File: config.mk
export PLATFORM = sky130hd
export DESIGN_NAME = pmm_top
export DESIGN_NICKNAME = d
export VERILOG_FILES = /design/src/verilog/pmm_pkg.sv /design/src/verilog/pmm_top.sv /design/src/verilog/pmm_sync.sv
export SDC_FILE = /design/constraint.sdc
export NUM_CORES = 1
export LEC_CHECK = 0
export BUFFER_PORTS_ARGS = -buffer_cell sky130_fd_sc_hd__buf_2
export CAP_MARGIN = 20
export CORE_MARGIN = 5
export CORE_UTILIZATION = 55
export DETAILED_ROUTE_END_ITERATION = 16
export PLACE_DENSITY = 0.82
export SKIP_LAST_GASP = 1
export SYNTH_ARGS = -nofsm -noshare
export SYNTH_HDL_FRONTEND = slang
export SYNTH_HIERARCHICAL = 1
export SYNTH_SLANG_ARGS = --single-unit
export TNS_END_PERCENT = 5
File: constraint.sdc
create_clock -name aclk -period 2.85 [get_ports aclk]
set_input_delay 0.57 -clock aclk [delete_from_list [all_inputs] [get_ports aclk]]
set_output_delay 0.57 -clock aclk [all_outputs]
set_load 0.02 [all_outputs]
File: src/verilog/pmm_pkg.sv
// package: register map, field layout, types and timing of the plug-in module manager
package pmm_pkg;
    // ****************************************
    // register map (byte addresses)
    // ****************************************
    localparam logic [7:0] ADDR_CTRL = 8'h00;
    localparam logic [7:0] ADDR_STAT = 8'h04;
    localparam logic [7:0] ADDR_DATE = 8'h08;
    localparam logic [7:0] ADDR_TIME = 8'h0c;
    localparam logic [7:0] ADDR_CMD = 8'h10;
    localparam logic [7:0] ADDR_IRQ_STAT = 8'h14;
    localparam logic [7:0] ADDR_IRQ_CLR = 8'h18;
    localparam logic [7:0] ADDR_IRQ_EN = 8'h1c;
    localparam logic [1:0] RESP_OKAY = 2'h0;
    localparam logic [1:0] RESP_SLVERR = 2'h2;

    // ****************************************
    // fields
    // ****************************************
    localparam logic [2:0] MODE_CODE_PROG = 3'h0;
    localparam logic [2:0] MODE_CODE_RUN = 3'h1;
    localparam logic [2:0] MODE_CODE_TEST = 3'h2;
    localparam logic [2:0] MODE_CODE_SUSP = 3'h3;
    localparam int CTRL_CMP_EN_BIT = 3;
    localparam int CMD_STORE_BIT = 0;
    localparam int CMD_LOAD_BIT = 1;
    localparam int CMD_WP_BIT = 2;
    localparam int IRQ_REMOVED = 0;
    localparam int IRQ_CMP_REFUSED = 1;
    localparam int IRQ_WR_REJECTED = 2;
    localparam int IRQ_XFER_DONE = 3;
    localparam int IRQ_W = 4;
    localparam logic [7:0] SEC_MAX = 8'h3b;
    localparam logic [7:0] HOUR_MAX = 8'h17;
    localparam logic [7:0] MONTH_MAX = 8'h0c;
    localparam logic [7:0] YEAR_MAX = 8'h63;
    localparam logic [7:0] FEB = 8'h02;
    localparam logic [7:0] DAYS_FEB = 8'h1d;
    localparam logic [7:0] DAYS_SHORT = 8'h1e;
    localparam logic [7:0] DAYS_LONG = 8'h1f;

    // ****************************************
    // timing
    // ****************************************
    localparam int CLK_PERIOD_NS = 50;
    localparam int SEC_NS = 1000000000;
    localparam int SEC_CYCLES = SEC_NS / CLK_PERIOD_NS;
    localparam int XFER_MS = 200;
    localparam int XFER_CYCLES = (XFER_MS * 1000000) / CLK_PERIOD_NS;
    localparam int BLINK_MS = 100;
    localparam int BLINK_CYCLES = (BLINK_MS * 1000000) / CLK_PERIOD_NS;
    localparam int CNT_W = 32;

    // ****************************************
    // types
    // ****************************************
    typedef enum logic [2:0] {MD_PROG, MD_RUN, MD_TEST, MD_SUSP, MD_FAULT} pmm_mode_t;
    typedef enum logic [1:0] {XF_IDLE, XF_STORE, XF_LOAD} pmm_xfer_t;

    // date: [23:16] year, [15:8] month, [7:0] day; time: [23:16] hour, [15:8] min, [7:0] sec
    typedef struct packed {
        logic [7:0] year;
        logic [7:0] month;
        logic [7:0] day;
    } pmm_date_t;
    typedef struct packed {
        logic [7:0] hour;
        logic [7:0] min;
        logic [7:0] sec;
    } pmm_time_t;

    typedef struct packed {
        logic present;
        logic has_clock;
        logic has_memory;
        logic batt_low;
        logic write_protected;
        pmm_date_t date;
        pmm_time_t tod;
        logic [31:0] prog_sig;
    } pmm_mod_in_t;

    typedef struct packed {
        logic store;
        logic load;
        logic wp_set;
        logic [31:0] store_sig;
    } pmm_mod_out_t;

    typedef struct packed {
        logic awvalid;
        logic [7:0] awaddr;
        logic wvalid;
        logic [31:0] wdata;
        logic [3:0] wstrb;
        logic bready;
        logic arvalid;
        logic [7:0] araddr;
        logic rready;
    } pmm_axi_req_t;

    typedef struct packed {
        logic awready;
        logic wready;
        logic bvalid;
        logic [1:0] bresp;
        logic arready;
        logic rvalid;
        logic [31:0] rdata;
        logic [1:0] rresp;
    } pmm_axi_rsp_t;
endpackage

File: src/verilog/pmm_top.sv
// plug-in clock/memory module manager with AXI4-Lite registers
//
// The address map and the AXI4-Lite interface to the registers were chosen for this implementation.
`timescale 1ns/1ps
module pmm_top
    import pmm_pkg::*;
#(
    parameter int SEC_CNT = pmm_pkg::SEC_CYCLES,
    parameter int XFER_CNT = pmm_pkg::XFER_CYCLES,
    parameter int BLINK_CNT = pmm_pkg::BLINK_CYCLES
) (
    input wire logic aclk,
    input wire logic aresetn,
    input pmm_pkg::pmm_axi_req_t axi_req,
    output pmm_pkg::pmm_axi_rsp_t axi_rsp,
    input pmm_pkg::pmm_mod_in_t mod_in,
    output pmm_pkg::pmm_mod_out_t mod_out,
    input wire logic [31:0] ctrl_prog_sig,
    input wire logic proc_fault,
    input wire logic prot_size_match,
    input wire logic prot_type_match,
    output logic run_led,
    output logic dl_protect,
    output logic irq
);
    import pmm_pkg::*;
    // ****************************************
    // functions
    // ****************************************
    function automatic logic is_exec(input pmm_mode_t m);
        is_exec = (m == MD_RUN) || (m == MD_TEST);
    endfunction
    function automatic pmm_mode_t decode_mode(input logic [2:0] c);
        case (c)
            MODE_CODE_RUN: decode_mode = MD_RUN;
            MODE_CODE_TEST: decode_mode = MD_TEST;
            MODE_CODE_SUSP: decode_mode = MD_SUSP;
            default: decode_mode = MD_PROG;
        endcase
    endfunction
    function automatic logic [7:0] days_in(input logic [7:0] mon);
        case (mon)
            FEB: days_in = DAYS_FEB;
            8'h04, 8'h06, 8'h09, 8'h0b: days_in = DAYS_SHORT;
            default: days_in = DAYS_LONG;
        endcase
    endfunction
    function automatic logic stamp_ok(input pmm_date_t d, input pmm_time_t t);
        stamp_ok = (t.sec <= SEC_MAX) && (t.min <= SEC_MAX) && (t.hour <= HOUR_MAX) &&
                   (d.month != 8'h00) && (d.month <= MONTH_MAX) && (d.year <= YEAR_MAX) &&
                   (d.day != 8'h00) && (d.day <= days_in(d.month));
    endfunction
    // ****************************************
    // presence synchroniser
    // ****************************************
    logic present_s;
    pmm_sync u_sync (
        .aclk(aclk),
        .aresetn(aresetn),
        .async_i(mod_in.present),
        .sync_o(present_s)
    );
    // ****************************************
    // AXI4-Lite slave
    // ****************************************
    logic aw_have_q, w_have_q, bvalid_q, rvalid_q;
    logic [7:0] awaddr_q;
    logic [31:0] wdata_q, rdata_q;
    logic [1:0] bresp_q, rresp_q;
    logic [31:0] rd_word;
    logic rd_hit;
    wire aw_take = axi_req.awvalid && !aw_have_q;
    wire w_take = axi_req.wvalid && !w_have_q;
    wire wr_fire = aw_have_q && w_have_q && !bvalid_q;
    wire ar_take = axi_req.arvalid && !rvalid_q;
    wire wr_hit = (awaddr_q == ADDR_CTRL) || (awaddr_q == ADDR_DATE) || (awaddr_q == ADDR_TIME) ||
                  (awaddr_q == ADDR_CMD) || (awaddr_q == ADDR_IRQ_CLR) || (awaddr_q == ADDR_IRQ_EN);
    wire wr_ctrl = wr_fire && (awaddr_q == ADDR_CTRL);
    wire wr_date = wr_fire && (awaddr_q == ADDR_DATE);
    wire wr_time = wr_fire && (awaddr_q == ADDR_TIME);
    wire wr_cmd = wr_fire && (awaddr_q == ADDR_CMD);
    wire wr_clr = wr_fire && (awaddr_q == ADDR_IRQ_CLR);
    wire wr_en = wr_fire && (awaddr_q == ADDR_IRQ_EN);
    always_ff @(posedge aclk) begin
        if (!aresetn) begin
            aw_have_q <= 1'b0;
            w_have_q <= 1'b0;
            bvalid_q <= 1'b0;
            rvalid_q <= 1'b0;
            awaddr_q <= 8'h00;
            wdata_q <= 32'h0;
            rdata_q <= 32'h0;
            bresp_q <= RESP_OKAY;
            rresp_q <= RESP_OKAY;
        end else begin
            if (aw_take) begin
                aw_have_q <= 1'b1;
                awaddr_q <= axi_req.awaddr;
            end
            if (w_take) begin
                w_have_q <= 1'b1;
                wdata_q <= axi_req.wdata;
            end
            if (wr_fire) begin
                aw_have_q <= 1'b0;
                w_have_q <= 1'b0;
                bvalid_q <= 1'b1;
                bresp_q <= wr_hit ? RESP_OKAY : RESP_SLVERR;
            end else if (bvalid_q && axi_req.bready) begin
                bvalid_q <= 1'b0;
            end
            if (ar_take) begin
                rvalid_q <= 1'b1;
                rdata_q <= rd_word;
                rresp_q <= rd_hit ? RESP_OKAY : RESP_SLVERR;
            end else if (rvalid_q && axi_req.rready) begin
                rvalid_q <= 1'b0;
            end
        end
    end
    assign axi_rsp.awready = !aw_have_q;
    assign axi_rsp.wready = !w_have_q;
    assign axi_rsp.bvalid = bvalid_q;
    assign axi_rsp.bresp = bresp_q;
    assign axi_rsp.arready = !rvalid_q;
    assign axi_rsp.rvalid = rvalid_q;
    assign axi_rsp.rdata = rdata_q;
    assign axi_rsp.rresp = rresp_q;
    // ****************************************
    // mode control
    // ****************************************
    pmm_mode_t mode_q;
    pmm_xfer_t xf_q;
    logic cmp_en_q, recog_q, init_q;
    logic [2:0] mode_code_q;
    wire pmm_mode_t want_mode = decode_mode(wdata_q[2:0]);
    wire mismatch = recog_q && mod_in.has_memory && (mod_in.prog_sig != ctrl_prog_sig);
    wire cmp_block = wdata_q[CTRL_CMP_EN_BIT] && mismatch;
    wire try_exec = wr_ctrl && !is_exec(mode_q) && is_exec(want_mode) && (xf_q == XF_IDLE);
    wire enter_exec = try_exec && !cmp_block && !proc_fault;
    wire ev_cmp = try_exec && cmp_block;
    wire mode_chg = wr_ctrl && !proc_fault && (!is_exec(want_mode) || enter_exec);
    always_ff @(posedge aclk) begin
        if (!aresetn) begin
            mode_q <= MD_PROG;
            mode_code_q <= MODE_CODE_PROG;
            cmp_en_q <= 1'b0;
        end else begin
            if (wr_ctrl) begin
                cmp_en_q <= wdata_q[CTRL_CMP_EN_BIT];
            end
            if (proc_fault) begin
                mode_q <= MD_FAULT;
            end else if (mode_chg) begin
                mode_q <= want_mode;
                mode_code_q <= wdata_q[2:0];
            end
        end
    end
    // ****************************************
    // detection and clock data file
    // ****************************************
    pmm_date_t date_q, stage_q;
    pmm_time_t tod_q;
    logic [CNT_W-1:0] sec_cnt_q;
    // insertion is only looked at outside run/test; run/test entry forces a fresh look
    wire detect = init_q || enter_exec || (!is_exec(mode_q) && present_s && !recog_q);
    wire removed = recog_q && !present_s;
    wire clock_on = recog_q && mod_in.has_clock;
    wire set_ok = wr_time && clock_on && stamp_ok(stage_q, wdata_q[23:0]);
    wire ev_wr_rej = wr_time && !set_ok;
    wire sec_tick = clock_on && (sec_cnt_q == CNT_W'(SEC_CNT - 1));
    wire day_end = (tod_q.sec == SEC_MAX) && (tod_q.min == SEC_MAX) && (tod_q.hour == HOUR_MAX);
    always_ff @(posedge aclk) begin
        if (!aresetn) begin
            init_q <= 1'b1;
            recog_q <= 1'b0;
            stage_q <= '0;
        end else begin
            init_q <= 1'b0;
            if (wr_date) begin
                stage_q <= wdata_q[23:0];
            end
            if (removed) begin
                recog_q <= 1'b0;
            end else if (detect) begin
                recog_q <= present_s;
            end
        end
    end
    always_ff @(posedge aclk) begin
        if (!aresetn) begin
            date_q <= '0;
            tod_q <= '0;
            sec_cnt_q <= '0;
        end else if (removed && mode_q == MD_RUN) begin
            date_q <= '0;
            tod_q <= '0;
            sec_cnt_q <= '0;
        end else if (detect && present_s && mod_in.has_clock) begin
            date_q <= mod_in.date;
            tod_q <= mod_in.tod;
            sec_cnt_q <= '0;
        end else if (set_ok) begin
            date_q <= stage_q;
            tod_q <= wdata_q[23:0];
            sec_cnt_q <= '0;
        end else if (clock_on) begin
            // battery state does not gate the count while powered
            sec_cnt_q <= sec_tick ? '0 : sec_cnt_q + 1'b1;
            if (sec_tick) begin
                tod_q.sec <= (tod_q.sec == SEC_MAX) ? 8'h00 : tod_q.sec + 8'h01;
                if (tod_q.sec == SEC_MAX) begin
                    tod_q.min <= (tod_q.min == SEC_MAX) ? 8'h00 : tod_q.min + 8'h01;
                end
                if (tod_q.sec == SEC_MAX && tod_q.min == SEC_MAX) begin
                    tod_q.hour <= (tod_q.hour == HOUR_MAX) ? 8'h00 : tod_q.hour + 8'h01;
                end
                if (day_end) begin
                    date_q.day <= (date_q.day >= days_in(date_q.month)) ? 8'h01 : date_q.day + 8'h01;
                end
            end
        end
    end
    wire batt_flag = clock_on && mod_in.batt_low;
    // ****************************************
    // memory module transfers
    // ****************************************
    logic [CNT_W-1:0] xf_cnt_q, blink_cnt_q;
    logic blink_q, led_q, dlp_q;
    logic store_q, load_q, wp_q;
    wire mem_ok = recog_q && mod_in.has_memory && !is_exec(mode_q) && (xf_q == XF_IDLE);
    wire store_req = wr_cmd && wdata_q[CMD_STORE_BIT] && mem_ok;
    wire store_go = store_req && !mod_in.write_protected;
    wire ev_wp_rej = store_req && mod_in.write_protected;
    wire load_go = wr_cmd && !wdata_q[CMD_STORE_BIT] && wdata_q[CMD_LOAD_BIT] && mem_ok;
    wire xf_end = (xf_q != XF_IDLE) && (xf_cnt_q == CNT_W'(XFER_CNT - 1));
    wire ev_done = xf_end;
    always_ff @(posedge aclk) begin
        if (!aresetn) begin
            xf_q <= XF_IDLE;
            xf_cnt_q <= '0;
        end else begin
            case (xf_q)
                XF_IDLE: begin
                    xf_cnt_q <= '0;
                    if (store_go) begin
                        xf_q <= XF_STORE;
                    end else if (load_go) begin
                        xf_q <= XF_LOAD;
                    end
                end
                XF_STORE, XF_LOAD: begin
                    xf_cnt_q <= xf_cnt_q + 1'b1;
                    if (xf_end || !present_s) begin
                        xf_q <= XF_IDLE;
                    end
                end
                default: xf_q <= XF_IDLE;
            endcase
        end
    end
    always_ff @(posedge aclk) begin
        if (!aresetn) begin
            store_q <= 1'b0;
            load_q <= 1'b0;
            wp_q <= 1'b0;
            dlp_q <= 1'b0;
            blink_cnt_q <= '0;
            blink_q <= 1'b0;
            led_q <= 1'b0;
        end else begin
            // the module keeps a single image, so a store overwrites it
            store_q <= xf_end && (xf_q == XF_STORE);
            load_q <= xf_end && (xf_q == XF_LOAD);
            wp_q <= wr_cmd && wdata_q[CMD_WP_BIT] && mem_ok;
            dlp_q <= (xf_q == XF_LOAD) && !proc_fault && prot_size_match && prot_type_match;
            if (xf_q == XF_IDLE || blink_cnt_q == CNT_W'(BLINK_CNT - 1)) begin
                blink_cnt_q <= '0;
                blink_q <= (xf_q != XF_IDLE) && !blink_q;
            end else begin
                blink_cnt_q <= blink_cnt_q + 1'b1;
            end
            led_q <= (xf_q != XF_IDLE) ? blink_q : is_exec(mode_q);
        end
    end
    assign mod_out.store = store_q;
    assign mod_out.load = load_q;
    assign mod_out.wp_set = wp_q;
    assign mod_out.store_sig = ctrl_prog_sig;
    assign run_led = led_q;
    assign dl_protect = dlp_q;
    // ****************************************
    // interrupts and read mux
    // ****************************************
    logic [IRQ_W-1:0] irq_stat_q, irq_en_q;
    logic irq_q;
    wire [IRQ_W-1:0] ev = {ev_done, ev_wr_rej || ev_wp_rej, ev_cmp, removed};
    wire [IRQ_W-1:0] clr = wr_clr ? wdata_q[IRQ_W-1:0] : '0;
    wire [IRQ_W-1:0] irq_next = (irq_stat_q & ~clr) | ev;
    always_ff @(posedge aclk) begin
        if (!aresetn) begin
            irq_stat_q <= '0;
            irq_en_q <= '0;
            irq_q <= 1'b0;
        end else begin
            irq_stat_q <= irq_next; // set beats a same-cycle clear
            if (wr_en) begin
                irq_en_q <= wdata_q[IRQ_W-1:0];
            end
            irq_q <= |(irq_next & (wr_en ? wdata_q[IRQ_W-1:0] : irq_en_q));
        end
    end
    assign irq = irq_q;
    wire [31:0] stat_word = {16'h0, 5'h0, mode_q, mismatch, (xf_q != XF_IDLE), mod_in.write_protected,
                             batt_flag, mod_in.has_memory & recog_q, clock_on, recog_q, present_s};
    assign rd_hit = (axi_req.araddr == ADDR_CTRL) || (axi_req.araddr == ADDR_STAT) ||
                    (axi_req.araddr == ADDR_DATE) || (axi_req.araddr == ADDR_TIME) ||
                    (axi_req.araddr == ADDR_IRQ_STAT) || (axi_req.araddr == ADDR_IRQ_EN);
    always_comb begin
        case (axi_req.araddr)
            ADDR_CTRL: rd_word = {28'h0, cmp_en_q, mode_code_q};
            ADDR_STAT: rd_word = stat_word;
            ADDR_DATE: rd_word = {8'h00, date_q};
            ADDR_TIME: rd_word = {8'h00, tod_q};
            ADDR_IRQ_STAT: rd_word = {28'h0, irq_stat_q};
            ADDR_IRQ_EN: rd_word = {28'h0, irq_en_q};
            default: rd_word = 32'h0;
        endcase
    end
    // ****************************************
    // assertions
    // ****************************************
    run_removal_clears_a: assert property (@(posedge aclk) disable iff (!aresetn)
        (removed && mode_q == MD_RUN) |=> (date_q == '0 && tod_q == '0)) else $error("file not zeroed");
    removal_seen_a: assert property (@(posedge aclk) disable iff (!aresetn)
        (recog_q && !mod_in.present) |-> ##[1:3] !recog_q) else $error("removal missed");
    run_insert_ignored_a: assert property (@(posedge aclk) disable iff (!aresetn)
        (is_exec(mode_q) && !recog_q && !enter_exec) |=> !recog_q) else $error("insert seen in run");
    bad_write_kept_a: assert property (@(posedge aclk) disable iff (!aresetn)
        (ev_wr_rej && !removed && !detect && !sec_tick) |=> ($stable(date_q) && $stable(tod_q)))
        else $error("bad write changed clock");
    good_write_now_a: assert property (@(posedge aclk) disable iff (!aresetn)
        (set_ok && !removed && !detect) |=> (tod_q == $past(wdata_q[23:0]))) else $error("write deferred");
    batt_flag_a: assert property (@(posedge aclk) disable iff (!aresetn)
        !present_s |=> !stat_word[4]) else $error("battery flag without module");
    cmp_block_a: assert property (@(posedge aclk) disable iff (!aresetn)
        ev_cmp |=> !is_exec(mode_q)) else $error("entered run on mismatch");
    wp_store_a: assert property (@(posedge aclk) disable iff (!aresetn)
        ev_wp_rej |=> (xf_q == XF_IDLE) ##1 !store_q) else $error("store on protected module");
    dl_prot_a: assert property (@(posedge aclk) disable iff (!aresetn)
        dl_protect |-> ($past(xf_q) == XF_LOAD && !$past(proc_fault))) else $error("protection bad");
endmodule

File: src/verilog/pmm_sync.sv
// two-flop synchroniser for the module-present level
`timescale 1ns/1ps
module pmm_sync (
    input wire logic aclk,
    input wire logic aresetn,
    input wire logic async_i,
    output logic sync_o
);
    logic meta_q;
    logic sync_q;

    // only the second flop is ever read
    always_ff @(posedge aclk) begin
        if (!aresetn) begin
            meta_q <= 1'b0;
            sync_q <= 1'b0;
        end else begin
            meta_q <= async_i;
            sync_q <= meta_q;
        end
    end
    assign sync_o = sync_q;
endmodule

Word-level counts from Yosys, hierarchy flattened
Index checks and enable logic that the tools add are counted.
{"block": "word_totals", "reg_bits": 268, "inputBits": 179, "out_inout_bits": 79, "word_cells": 270}
{"block": "classes", "n_addsub": 7, "order_cmp": 7, "n_eq_ne": 38, "muxes": 45, "n_bitwise": 7, "reduce_logical": 127}
{"operator": "24-bit one-hot mux with 6 select lines", "count": 1}
{"operator": "8-bit two-way mux", "count": 17}
{"operator": "24-bit two-way mux", "count": 5}
{"operator": "32-bit by 1-bit adder with 32-bit output (second input constant)", "count": 3}
{"operator": "8-bit by 4-bit equality test with 1-bit output (second input constant)", "count": 8}
{"operator": "32-bit one-hot mux with 2 select lines", "count": 1}
{"operator": "1-bit logical AND", "count": 63}
{"operator": "8-bit by 5-bit equality test with 1-bit output (second input constant)", "count": 6}
{"operator": "8-bit by 3-bit equality test with 1-bit output (second input constant)", "count": 5}
{"operator": "8-bit by 1-bit adder with 8-bit output (second input constant)", "count": 4}
{"operator": "32-bit by 21-bit equality test with 1-bit output (second input constant)", "count": 1}
{"operator": "32-bit by 22-bit equality test with 1-bit output (second input constant)", "count": 1}
{"operator": "32-bit by 25-bit equality test with 1-bit output (second input constant)", "count": 1}
{"operator": "32-bit two-way mux", "count": 1}
{"operator": "32-bit != test", "count": 1}
{"operator": "1-bit logical OR", "count": 18}
{"operator": "8-bit by 2-bit equality test with 1-bit output (second input constant)", "count": 2}
{"operator": "8-bit by 6-bit equality test with 1-bit output (second input constant)", "count": 2}
{"operator": "8-bit by 6-bit less-or-equal comparator with 1-bit output (second input constant)", "count": 2}
{"operator": "8-bit logical NOT", "count": 2}
{"operator": "16-bit two-way mux", "count": 1}
{"operator": "8-bit nonzero test", "count": 2}
{"operator": "4-bit OR reduction", "count": 4}
{"operator": "3-bit nonzero test", "count": 5}
{"operator": "28 further kinds", "count": 75}

Logic depth before layout (Yosys ltp)
Gate-level depths: netlist of the first run.
{"block": "depth", "ltp_word": 22, "mapped_depth": 10, "mapped_depth_nobuf": 10}

By module
Netlist of the first run, hierarchy kept.
{"mod": "pmm_top", "instances": 1, "cells_per_inst": 1529, "area_per_inst_um2": 12719.7, "seq_area_each_um2": 5124.9}
{"mod": "pmm_sync", "instances": 1, "cells_per_inst": 4, "area_per_inst_um2": 52.6, "seq_area_each_um2": 40.0}

Worst setup path before layout of the first run
Ideal clock, no wire load.
{"block": "synth_timing", "kind": "register -> register", "startpoint": "reg date_q[15] (netlist name)", "endpoint": "reg date_q[0] (netlist name)", "setup_ps": 134, "arrival_ps": 2437, "t_required_ps": 2716, "setup_slack_ps": 279, "stages_incl_launch_ff": 11, "path_buffers": 0, "period_less_slack_ps": 2571, "cell_sequence": "dfxtp_1 -> or4_1 -> a21o_1 -> ha_1 -> nand2b_1 -> a21o_1 -> a21oi_1 -> nand4_1 -> mux2_2 -> a21oi_1 -> a21oi_1"}
{"block": "synth_between", "elab_chain_len": 17, "word_cells_on_any_way": 21, "classes_between": "order compare: 1; eq/ne: 5; mux: 14; reduce/logical: 1"}
{"element": "from (decl)", "line_no": "pmm_top.sv:163", "rtl": "pmm_date_t date_q, stage_q;"}
{"element": "from (signal assigned)", "line_no": "pmm_top.sv:201", "rtl": "date_q <= mod_in.date;"}
{"element": "from (signal assigned)", "line_no": "pmm_top.sv:205", "rtl": "date_q <= stage_q;"}
{"element": "8-bit by 3-bit equality test with 1-bit output or 8-bit by 4-bit equality test with 1-bit output (tied branches)", "line_no": "pmm_top.sv:42", "rtl": "case (mon)"}
{"element": "4-bit OR reduction", "line_no": "pmm_top.sv:42"}
{"element": "2-bit one-hot mux with 2 select lines *", "line_no": "pmm_top.sv:42"}
{"element": "8-bit two-way mux *", "line_no": "pmm_top.sv:219", "rtl": "if (day_end) begin"}
{"element": "8-bit two-way mux *", "line_no": "pmm_top.sv:211", "rtl": "if (sec_tick) begin"}
{"element": "8-bit two-way mux *", "line_no": "pmm_top.sv:208", "rtl": "end else if (clock_on) begin"}
{"element": "8-bit two-way mux *", "line_no": "pmm_top.sv:204", "rtl": "end else if (set_ok) begin"}
{"element": "8-bit two-way mux *", "line_no": "pmm_top.sv:200", "rtl": "end else if (detect && present_s && mod_in.has_clock) begin"}
{"element": "8-bit two-way mux *", "line_no": "pmm_top.sv:196", "rtl": "end else if (removed && mode_q == MD_RUN) begin"}
{"element": "8-bit two-way mux *", "line_no": "pmm_top.sv:192", "rtl": "if (!aresetn) begin"}
{"element": "8-bit greater-or-equal comparator *", "line_no": "pmm_top.sv:220", "rtl": "date_q.day <= (date_q.day >= days_in(date_q.month)) ? 8'h01 : date_q.day + 8'h01;"}
{"element": "8-bit two-way mux *", "line_no": "pmm_top.sv:220"}
{"element": "8-bit two-way mux *", "line_no": "pmm_top.sv:219"}
{"element": "8-bit two-way mux *", "line_no": "pmm_top.sv:211"}
{"element": "8-bit two-way mux *", "line_no": "pmm_top.sv:208"}
{"element": "8-bit two-way mux *", "line_no": "pmm_top.sv:204"}
{"element": "24-bit two-way mux *", "line_no": "pmm_top.sv:200"}
Mark *: on every way between the ends. The rest lies on a longest branch, timed or not. The select of a mux whose other input is x is not followed.
A chain may end at the register's enable or synchronous reset.

Final worst setup path of the first run
{"block": "layout_timing", "startpoint": "reg date_q[15] (netlist name)", "endpoint": "reg date_q[4] (netlist name)"}
Same word-level chain as after synthesis.

==> results.sh, run 1 <==
export IMPL_p_leak_uw=0.00587
export IMPL_overflow=0
export IMPL_start_kind="flip-flop"
export IMPL_die_height_um=162
export IMPL_grt_total_usage_pct=25.0
export IMPL_grt_max_degree=64
export IMPL_wirelength_mm=35.1
export IMPL_cts_max_level=1
export IMPL_dieArea_um2=26400
export IMPL_initial_core_util_pct=56.1
export IMPL_grt_pass1_wl_mm=55.2
export IMPL_cts_root_buf="clkbuf_16"
export IMPL_place_congestion=0.985
export IMPL_worst_path_max_fanout=4
export IMPL_die_x_um=162
export IMPL_finish_instance_area_um2=15000
export IMPL_grt_setup_unrepaired="true"
export IMPL_post_dp_cell_area_um2=14100
export IMPL_cp_arrival_ns=3.17
export IMPL_clockBufferDepth=3
export IMPL_synthesis_area_um2=12800
export IMPL_yosysWarnings=6
export IMPL_async_reset_ff_share_pct=0
export IMPL_crit_type="flip-flop to flip-flop"
export IMPL_antenna_found_initial=4
export IMPL_post_drt_wl_per_cell_um=17.0
export IMPL_yosysSeqAreaShare_pct=40.4
export IMPL_io_pins=258
export IMPL_ys_flop_type="dfxtp_1"
export IMPL_synth_edff_count=0
export IMPL_clk_latency_ns=0.54
export IMPL_cts_tree="built"
export IMPL_drtAntennaViolNets=0
export IMPL_syn_area_per_cell_um2=8.33
export IMPL_max_cap_viol_count=0
export IMPL_critPathRequiredTime_ns=3.31
export IMPL_fin_crit_ns=2.71
export IMPL_fmax_mhz=369
export IMPL_critPathSlowestCell="or4_1"
export IMPL_slew_viol_final=0
export IMPL_via_count=11800
export IMPL_drt_iter0_drc=1024
export IMPL_cts_clk_slew_worst_paths_ns=0.06
export IMPL_syn_inst=1533
export IMPL_core_area_um2=22800
export IMPL_row_count=55
export IMPL_viasPerCell=5.70
export IMPL_fin_setup_tns_ns=0
export IMPL_synth_distinct_cells=77
export IMPL_hold_violations=0
export IMPL_fin_nets=1922
export IMPL_cts_hold_buf=0
export IMPL_synth_seq_cells=258
export IMPL_drive_above_1_share_pct=21.3
export IMPL_dr_pass1_iters=6
export IMPL_peakVddDrop_mv=0.443
export IMPL_grt_pass1_vias=11000
export IMPL_maxSlewHeadroom_pct=41.2
export IMPL_worst_pin_slew_ns=0.881
export IMPL_fill_cells=1836
export IMPL_portBuffers=235
export IMPL_hold_path_class="input port to flip-flop"
export IMPL_outcome="completed"
export IMPL_finalCritPeriodShare_pct=95.1
export IMPL_hpwl_mm=26.0
export IMPL_cts_buffers=27
export IMPL_worstSetupEndpointType="flip-flop"
export IMPL_setup_viol_count_final=0
export IMPL_clkSinkCount=258
export IMPL_route_detailed_drc=0
export IMPL_crit_path_cell_trace="or4_1 -> a21o_1 -> ha_1 -> nand2b_1 -> a21o_1 -> a21oi_1 -> nand4_1 -> buf_4 -> o2bb2ai_1 -> mux2i_1 -> o22ai_1"
export IMPL_cpMostUsedCell="a21o_1"
export IMPL_skew_ns=0.0126
export IMPL_cpPeakStageDelay_ns=0.58
export IMPL_power_density_nw_per_um2=524
export IMPL_area_delta_synth_final_pct=17.6
power breakdown:
group	leakage, uW	internal (uW)	switching, uW	total (uW)
Sequential	0.00209	3670	66.1	3730
Clock	0.000445	2080	1460	3540
Combinational	0.00334	235	355	589
Total	0.00587	5980	1880	7860
flip-flops by register name, summed over array words and instances, names as in the netlist, 2 cells and up:
name         cells
rdata_q         24
xf_q             2
wdata_q         24
irq_en_q         4
stage_q         24
sec_cnt_q       32
irq_stat_q       4
awaddr_q         8
blink_cnt_q     32
tod_q           24
mode_q           3
date_q          24
mode_code_q      3
xf_cnt_q        32
placed cells by master, fill, tap and decap left out, drive strengths merged, types with 4 or more instances in the layout:
master   Yosys  routed
mux2        15      15
ha          15      15
or3         12      12
and2        12      12
nand2b       8       8
nand4b       5       5
nor2       202     202
nor4b       12      12
conb         1      10
inv         29      31
nand3b       4       4
and4        12      12
clkbuf      58      36
a31o         4       4
o2bb2ai     16      16
nand4       40      40
xor2        82      82
o21ai       37      37
o22ai       13      13
a221oi       8       8
a211oi      15      15
nand2      203     203
nor2b       10      10
a22oi       27      27
nor3        25      25
a21oi       89      89
clkinv       0       7
mux2i       37      37
buf         65     280
a31oi        7       7
xnor2       48      48
nor4        26      26
dfxtp      258     258
or4          5       5
and3        27      27
nand3       60      60
o211ai       8       8
final timing paths:
kind                       from       endpoint  slack [ns]  cells after the start
hold reg to reg   u_sync/meta_q  u_sync/sync_o        0.45                      1
hold / removal       axi_req[0]       rvalid_q        0.22                      2
setup reg to reg     date_q[15]      date_q[4]        0.14                     11
setup / recovery     date_q[15]      date_q[4]        0.14                     11
repair_timing:
action,CTS,global route
buffers inserted,0,0
setup endpoints to repair,0,3
endpoints found under the hold margin,0,0
gates resized for setup,0,1
metrics by stage:
step | hold slack [ns] | utilization [%] | setup slack [ns] | total power (uW) | instances
floorplan | 0.412 | - | 0.279 | 4150 | 1542
CTS | 0.210 | 65.9 | 0.114 | 7900 | 2062
detailed placement | 0.423 | 61.9 | 0.189 | 4390 | 2012
global route | 0.240 | 65.9 | -0.0223 | 8100 | 2064
global placement | 0.425 | 61.9 | 0.218 | 4370 | 2012
finish | 0.224 | 65.9 | 0.139 | 7860 | 2064
synth_stat cells, drive strengths merged, types with 13 or more instances:
cell	count	share of area, %
ha	15	1.5
mux2	15	1.3
a21oi	89	3.5
buf	65	3.5
and3	27	1.3
nand2	203	6.0
nor2	202	5.9
nand4	40	2.0
o22ai	13	0.64
nand3	60	2.5
xor2	82	5.6
clkbuf	58	1.7
nor4	26	1.4
inv	29	0.85
o2bb2ai	16	1.1
a22oi	27	1.6
mux2i	37	2.9
o21ai	37	1.4
dfxtp	258	40
nor3	25	1.1
a211oi	15	0.88
xnor2	48	3.3
cell type report:
type | instances | area, um2 | share of cell area (%)
Antenna cell | 2 | 5.00 | 0.0333
Clock buffer | 36 | 769 | 5.12
Clock inverter | 14 | 135 | 0.900
Inverter | 29 | 109 | 0.725
Multi-Input combinational cell | 1132 | 6890 | 45.9
Sequential cell | 258 | 5160 | 34.4
Tap cell | 313 | 392 | 2.61
Timing Repair Buffer | 280 | 1550 | 10.3
kinds of logic after synthesis:
logic type	synth area share (%)
AOI/OAI and AO/OA	12.7
xor gates and xnor gates	8.91
adders and majority gates	1.47
buffers and inverters	6.03
DFF	40.4
muxes	4.22
other	0.0294
and+or+nand+nor	26.2
critical path, delay by kind of cell, from the launching register on:
family | cells | cell delay [ns]
AO/OA/AOI/OAI | 5 | 0.92
multiplexers | 1 | 0.09
adder cells (fa/ha/maj) | 1 | 0.26
buffers and inverters | 1 | 0.19
AND/OR/NAND/NOR | 3 | 0.86
flip-flops | 1 | 0.32
layer usage:
layer	GRT usage (%)	share of wire, %
met5	0	0.060
met4	8.00	2.8
met3	4.61	8.2
met2	38.6	45
met1	35.6	44
Power figures use the tool's default switching activity.
==> inputs of run 2 (changes only) <==
--- a/config.mk
+++ b/config.mk
@@ -10,5 +10,5 @@
 export CORE_MARGIN = 5
-export CORE_UTILIZATION = 55
+export CORE_UTILIZATION = 50
 export DETAILED_ROUTE_END_ITERATION = 16
-export PLACE_DENSITY = 0.82
+export PLACE_DENSITY = 0.79
 export SKIP_LAST_GASP = 1
==> constraint.sdc (replaced) <==
create_clock -name aclk -period 2.2 [get_ports aclk]
set_input_delay 0.33 -clock aclk [delete_from_list [all_inputs] [get_ports aclk]]
set_output_delay 0.33 -clock aclk [all_outputs]
set_load 0.02 [all_outputs]
==> run 2 against run 1 <==
  * The flow now finishes with violations (setup timing)
  * Critical path depth down 1
  * Clock-buffer cell count down 1
  * Non-clock buffer count up 174
  * Die area up 9.4%
  * Sequential power up 29%
  * Combinational power up 54%
  * Utilization up 0.62 points
  * Fmax up 7.4%
  * Critical path type unchanged
==> results.sh, run 2 (synthesis results as in run 1) <==
export IMPL_hold_violations=0
export IMPL_crit_path_cell_trace="or4_4 -> a21o_1 -> ha_1 -> nand2b_4 -> a21o_1 -> a21oi_2 -> nand4_1 -> mux2_4 -> a21oi_2 -> a21oi_1"
export IMPL_post_drt_wl_per_cell_um=17.1
export IMPL_fin_crit_ns=2.53
export IMPL_grt_setup_unrepaired="true"
export IMPL_worstSetupEndpointType="flip-flop"
export IMPL_critPathSlowestCell="or4_4"
export IMPL_fin_ws_ns=-0.325
export IMPL_fmax_mhz=396
export IMPL_violations="setup timing"
export IMPL_cts_buffers=27
export IMPL_wirelength_mm=38.6
export IMPL_drive_above_1_share_pct=29.1
export IMPL_final_cell_mix="254 x dfxtp_1, 235 x buf_2, 202 x nor2_1, 202 x nand2_1, 191 x buf_4"
export IMPL_dp_slack_ns=-0.356
export IMPL_clk_latency_ns=0.55
export IMPL_die_height_um=170
export IMPL_comb_power_share_pct=8.4
export IMPL_power_density_nw_per_um2=643
export IMPL_setup_viol_count_final=86
export IMPL_grt_pass1_vias=12100
export IMPL_io_pins=258
export IMPL_start_kind="flip-flop"
export IMPL_worst_pin_slew_ns=0.617
export IMPL_row_count=58
export IMPL_skew_ns=0.0192
export IMPL_via_count=12600
export IMPL_grt_total_usage_pct=25.5
export IMPL_antenna_found_initial=1
export IMPL_clkSinkCount=258
export IMPL_grt_pass1_wl_mm=61.0
export IMPL_cp_arrival_ns=2.94
export IMPL_hpwl_mm=29.1
export IMPL_clockBufferDepth=3
export IMPL_p_total_uw=10800
export IMPL_cts_root_buf="clkbuf_16"
export IMPL_place_congestion=0.945
export IMPL_final_core_util_pct=66.6
export IMPL_cts_max_level=1
export IMPL_grt_max_degree=60
export IMPL_route_detailed_drc=0
export IMPL_p_seq_share_pct=44.8
export IMPL_fin_nets=2096
export IMPL_p_switching_uw=2550
export IMPL_peakVddDrop_mv=0.716
export IMPL_cts_clk_slew_worst_paths_ns=0.06
export IMPL_worst_path_max_fanout=2
export IMPL_viasPerCell=5.59
export IMPL_dr_pass1_iters=5
export IMPL_pwr_share_clk_pct=46.8
export IMPL_initial_core_util_pct=50.7
export IMPL_slew_viol_final=0
export IMPL_cts_tree="built"
export IMPL_cpPeakStageDelay_ns=0.54
export IMPL_p_int_uw=8230
export IMPL_die_x_um=170
export IMPL_crit_type="flip-flop to flip-flop"
export IMPL_drtAntennaViolNets=0
export IMPL_top_regs="blink_cnt_q x32, sec_cnt_q x32, xf_cnt_q x32"
export IMPL_core_area_um2=25200
export IMPL_critPathRequiredTime_ns=2.62
export IMPL_outcome="finished with violations"
export IMPL_whs_ns=0.0109
export IMPL_p_leak_uw=0.00686
export IMPL_maxSlewHeadroom_pct=58.9
export IMPL_drt_iter0_drc=1040
export IMPL_dieArea_um2=28800
export IMPL_portBuffers=235
export IMPL_finalCritPeriodShare_pct=115
export IMPL_area_delta_synth_final_pct=31.2
export IMPL_layout_commonest_cell="dfxtp_1"
export IMPL_hold_path_class="input port to flip-flop"
export IMPL_max_cap_viol_count=0
export IMPL_overflow=0
export IMPL_swShare_pct=23.6
-- run 2: timing repair --
item | CTS | global route
setup endpoints to repair | 84 | 107
resized for setup | 22 | 5
hold endpoints to repair | 12 | 0
pin swaps | 14 | 8
cloned | 1 | 0
setup buffers | 7 | 1
hold buffers | 12 | 0
-- run 2: cell type report --
type	count	area (um2)
Timing Repair Buffer	454	3030
Antenna cell	1	2.50
Inverter	29	109
Fill cell	1968	8420
Clock buffer	35	776
Tap cell	330	413
Multi-Input combinational cell	1132	7030
Sequential cell	258	5170
Clock inverter	15	223
-- run 2: per-stage QoR --
step | area (um2) | setup TNS [ns] | instances
after CTS | 16700 | -13.00 | 2252
final | 16800 | -14.98 | 2254
after global placement | 15400 | -9.84 | 2182
after detailed placement | 15400 | -19.78 | 2182
after global routing | 16800 | -28.34 | 2254
after floorplan | 12800 | -1.93 | 1542
-- run 2: worst max-delay path, delay by kind of cell (launching register included) --
kind,cells,cell delay (ns)
simple gates,3,0.83
compound gates,5,0.69
flops,1,0.32
mux,1,0.29
fa+ha+maj,1,0.26
-- run 2: path summary, 6_finish.rpt --
check                start            end  slack, ns  depth (start not counted)
min reg2reg  u_sync/meta_q  u_sync/sync_o       0.45                          1
max reg2reg     date_q[13]      date_q[0]      -0.33                         10
min             mod_in[46]      tod_q[14]       0.01                          2
max             date_q[13]      date_q[0]      -0.33                         10
-- run 2: power groups by stage --
| stage | logic (uW) | registers (uW) | clock network [uW] |
|---|---|---|---|
| global placement | 850 | 4920 | 0 |
| global route | 973 | 4830 | 5320 |
| detailed placement | 866 | 4920 | 0 |
| CTS | 897 | 4820 | 5100 |
| finish | 906 | 4820 | 5050 |
| floorplan | 470 | 4910 | 0 |
-- run 2: per-layer routing --
layer | share of wire [%] | vias to the layer above | global-route usage [%] | wire length [um]
met5 | 0 | - | 0 | 0
li1 | - | 6044 | - | -
met1 | 44 | 6001 | 35.8 | 17000
met4 | 2.8 | 0 | 7.14 | 1100
met2 | 45 | 478 | 40.6 | 17500
met3 | 7.7 | 77 | 4.44 | 2980
==> inputs of run 3 (changes only) <==
--- a/config.mk
+++ b/config.mk
@@ -13,3 +13,2 @@
 export PLACE_DENSITY = 0.79
-export SKIP_LAST_GASP = 1
 export SYNTH_ARGS = -nofsm -noshare
--- a/constraint.sdc
+++ b/constraint.sdc
@@ -3,2 +3,2 @@
 set_output_delay 0.33 -clock aclk [all_outputs]
-set_load 0.02 [all_outputs]
+set_load 0.01 [all_outputs]
==> run 3 against run 2 <==
  * Die area unchanged
  * Hold slack got worse by 0.00052 ns
  * The flow still finishes with violations (setup timing)
  * Clock skew increased by 0.00063 ns
  * Non-clock buffer count stayed put
==> results.sh, run 3 (synthesis results as in run 1) <==
export IMPL_drt_iter0_drc=1057
export IMPL_fin_crit_ns=2.56
export IMPL_fmax_mhz=390
export IMPL_clkSinkCount=258
export IMPL_worst_pin_slew_ns=0.615
export IMPL_wirelength_mm=39.0
export IMPL_cts_clk_slew_worst_paths_ns=0.06
export IMPL_drtAntennaViolNets=0
export IMPL_setup_viol_count_final=83
export IMPL_portBuffers=235
export IMPL_antenna_found_initial=1
export IMPL_worst_path_max_fanout=3
export IMPL_violations="setup timing"
export IMPL_critPathRequiredTime_ns=2.66
export IMPL_initial_core_util_pct=50.7
export IMPL_fin_ws_ns=-0.363
export IMPL_worstSetupEndpointType="flip-flop"
export IMPL_cp_arrival_ns=3.03
export IMPL_overflow=0
export IMPL_dp_slack_ns=-0.356
export IMPL_cts_max_level=1
export IMPL_dr_pass1_iters=5
export IMPL_dpl_cell_count=2182
export IMPL_finalCritPeriodShare_pct=116
export IMPL_p_switching_uw=2520
export IMPL_clk_latency_ns=0.55
export IMPL_cts_buffers=27
export IMPL_fin_nets=2096
export IMPL_max_cap_viol_count=0
export IMPL_p_seq_share_pct=44.9
export IMPL_hold_start="mod_in[46]"
export IMPL_place_congestion=0.945
export IMPL_grt_max_degree=60
export IMPL_area_delta_synth_final_pct=32.8
export IMPL_skew_ns=0.0199
export IMPL_outcome="finished with violations"
export IMPL_hpwl_mm=29.1
export IMPL_worstReg2RegStart="date_q[14]"
export IMPL_final_cell_mix="254 x dfxtp_1, 235 x buf_2, 201 x nand2_1, 195 x nor2_1, 186 x buf_4"
export IMPL_hold_violations=0
export IMPL_crit_type="flip-flop to flip-flop"
export IMPL_p_total_uw=10700
export IMPL_rrSetupSlack_ns=-0.36
export IMPL_grt_total_usage_pct=25.6
export IMPL_post_drt_wl_per_cell_um=17.3
export IMPL_reg2regPathDepth=11
export IMPL_grt_pass1_vias=12200
export IMPL_layout_commonest_cell="dfxtp_1"
export IMPL_die_height_um=170
export IMPL_drive_above_1_share_pct=31.0
export IMPL_io_pins=258
export IMPL_pwr_share_clk_pct=47.0
export IMPL_cts_root_buf="clkbuf_16"
export IMPL_min_to="tod_q[14]"
export IMPL_regToRegEndpoint="date_q[2]"
export IMPL_fill_cells=1942
export IMPL_route_detailed_drc=0
export IMPL_top_regs="blink_cnt_q x32, sec_cnt_q x32, xf_cnt_q x32"
export IMPL_viasPerCell=5.59
export IMPL_power_density_nw_per_um2=634
export IMPL_slew_viol_final=0
export IMPL_post_dp_cell_area_um2=15400
export IMPL_swShare_pct=23.4
export IMPL_grt_setup_unrepaired="true"
export IMPL_cts_tree="built"
export IMPL_clockBufferDepth=3
export IMPL_grt_pass1_wl_mm=61.3
export IMPL_peakVddDrop_mv=0.706
export IMPL_finish_instance_area_um2=17000
export IMPL_p_int_uw=8230
export IMPL_via_count=12600
export IMPL_row_count=58
export IMPL_hold_depth=2
export IMPL_comb_power_share_pct=8.2
export IMPL_p_leak_uw=0.00687
export IMPL_die_x_um=170
export IMPL_dieArea_um2=28800
export IMPL_core_area_um2=25200
export IMPL_start_kind="flip-flop"
export IMPL_whs_ns=0.0104
export IMPL_instances_no_fill=2254
export IMPL_hold_path_class="input port to flip-flop"
export IMPL_maxSlewHeadroom_pct=59.0
==> run 3: cell count changes in the layout (fill, tap and decap cells not counted), sizes merged <==
| cell | delta |
|---|---|
| clkbuf | -1 |
| buf | +1 |
==> run 3: what timing repair did <==
action / in CTS / in global routing
cloned: 1 / 0
pin swaps: 45 / 20
hold endpoints to repair: 12 / 0
hold buffers: 12 / 0
resized for setup: 43 / 40
endpoints found under the setup margin: 84 / 114
buffers inserted: 7 / 1
==> run 3: worst max path at each step <==
stage,end,depth (start not counted),slack [ns],start
after floorplan,date_q[0],10,-0.26,date_q[14]
after CTS,date_q[0],10,-0.31,date_q[13]
final,date_q[2],11,-0.36,date_q[14]
after global placement,date_q[3],11,-0.27,date_q[14]
after detailed placement,date_q[3],10,-0.36,date_q[14]
after global routing,date_q[2],11,-0.44,date_q[14]
==> run 3: cell type report <==
cell class	instances	area, um2	share of cell area (%)
Clock inverter	15	223	1.31
Tap cell	330	413	2.43
Sequential cell	258	5170	30.5
Timing Repair Buffer	454	3070	18.1
Inverter	29	109	0.642
Multi-Input combinational cell	1132	7200	42.5
Antenna cell	1	2.50	0.0148
Clock buffer	35	776	4.57
==> run 3: power groups by stage <==
stage | clock network [uW] | logic (uW) | registers, uW
finish | 5050 | 878 | 4820
global route | 5320 | 944 | 4830
CTS | 5100 | 858 | 4820
detailed placement | 0 | 824 | 4920
global placement | 0 | 808 | 4920
floorplan | 0 | 432 | 4900
==> run 3: worst max-delay path, cell delays in order (launching register included) <==
cell and delay (ns):
dfxtp_2 0.33, or4_4 0.55, a21o_1 0.17, ha_1 0.26
nand2b_4 0.13, a21o_1 0.18, buf_6 0.13, a211oi_2 0.19
nand4b_1 0.16, o2bb2ai_2 0.11, mux2i_1 0.09, o22ai_1 0.17
==> run 3: metal layers <==
| metal | global-route usage [%] | wire length (um) | vias up |
|---|---|---|---|
| met5 | 0 | 0 | - |
| met3 | 4.37 | 2840 | 83 |
| met4 | 7.42 | 1150 | 0 |
| met1 | 35.9 | 17100 | 6034 |
| met2 | 40.8 | 17900 | 432 |
| li1 | - | - | 6057 |
==> run 3: stage by stage <==
step | setup TNS, ns | utilization [%]
6_report | -8.11 | 67.4
5_1_grt | -16.73 | 67.4
4_1_cts | -8.50 | 66.7
3_5_place_dp | -19.78 | 61.1
3_3_place_gp | -9.84 | 61.1
2_1_floorplan | -1.93 | -
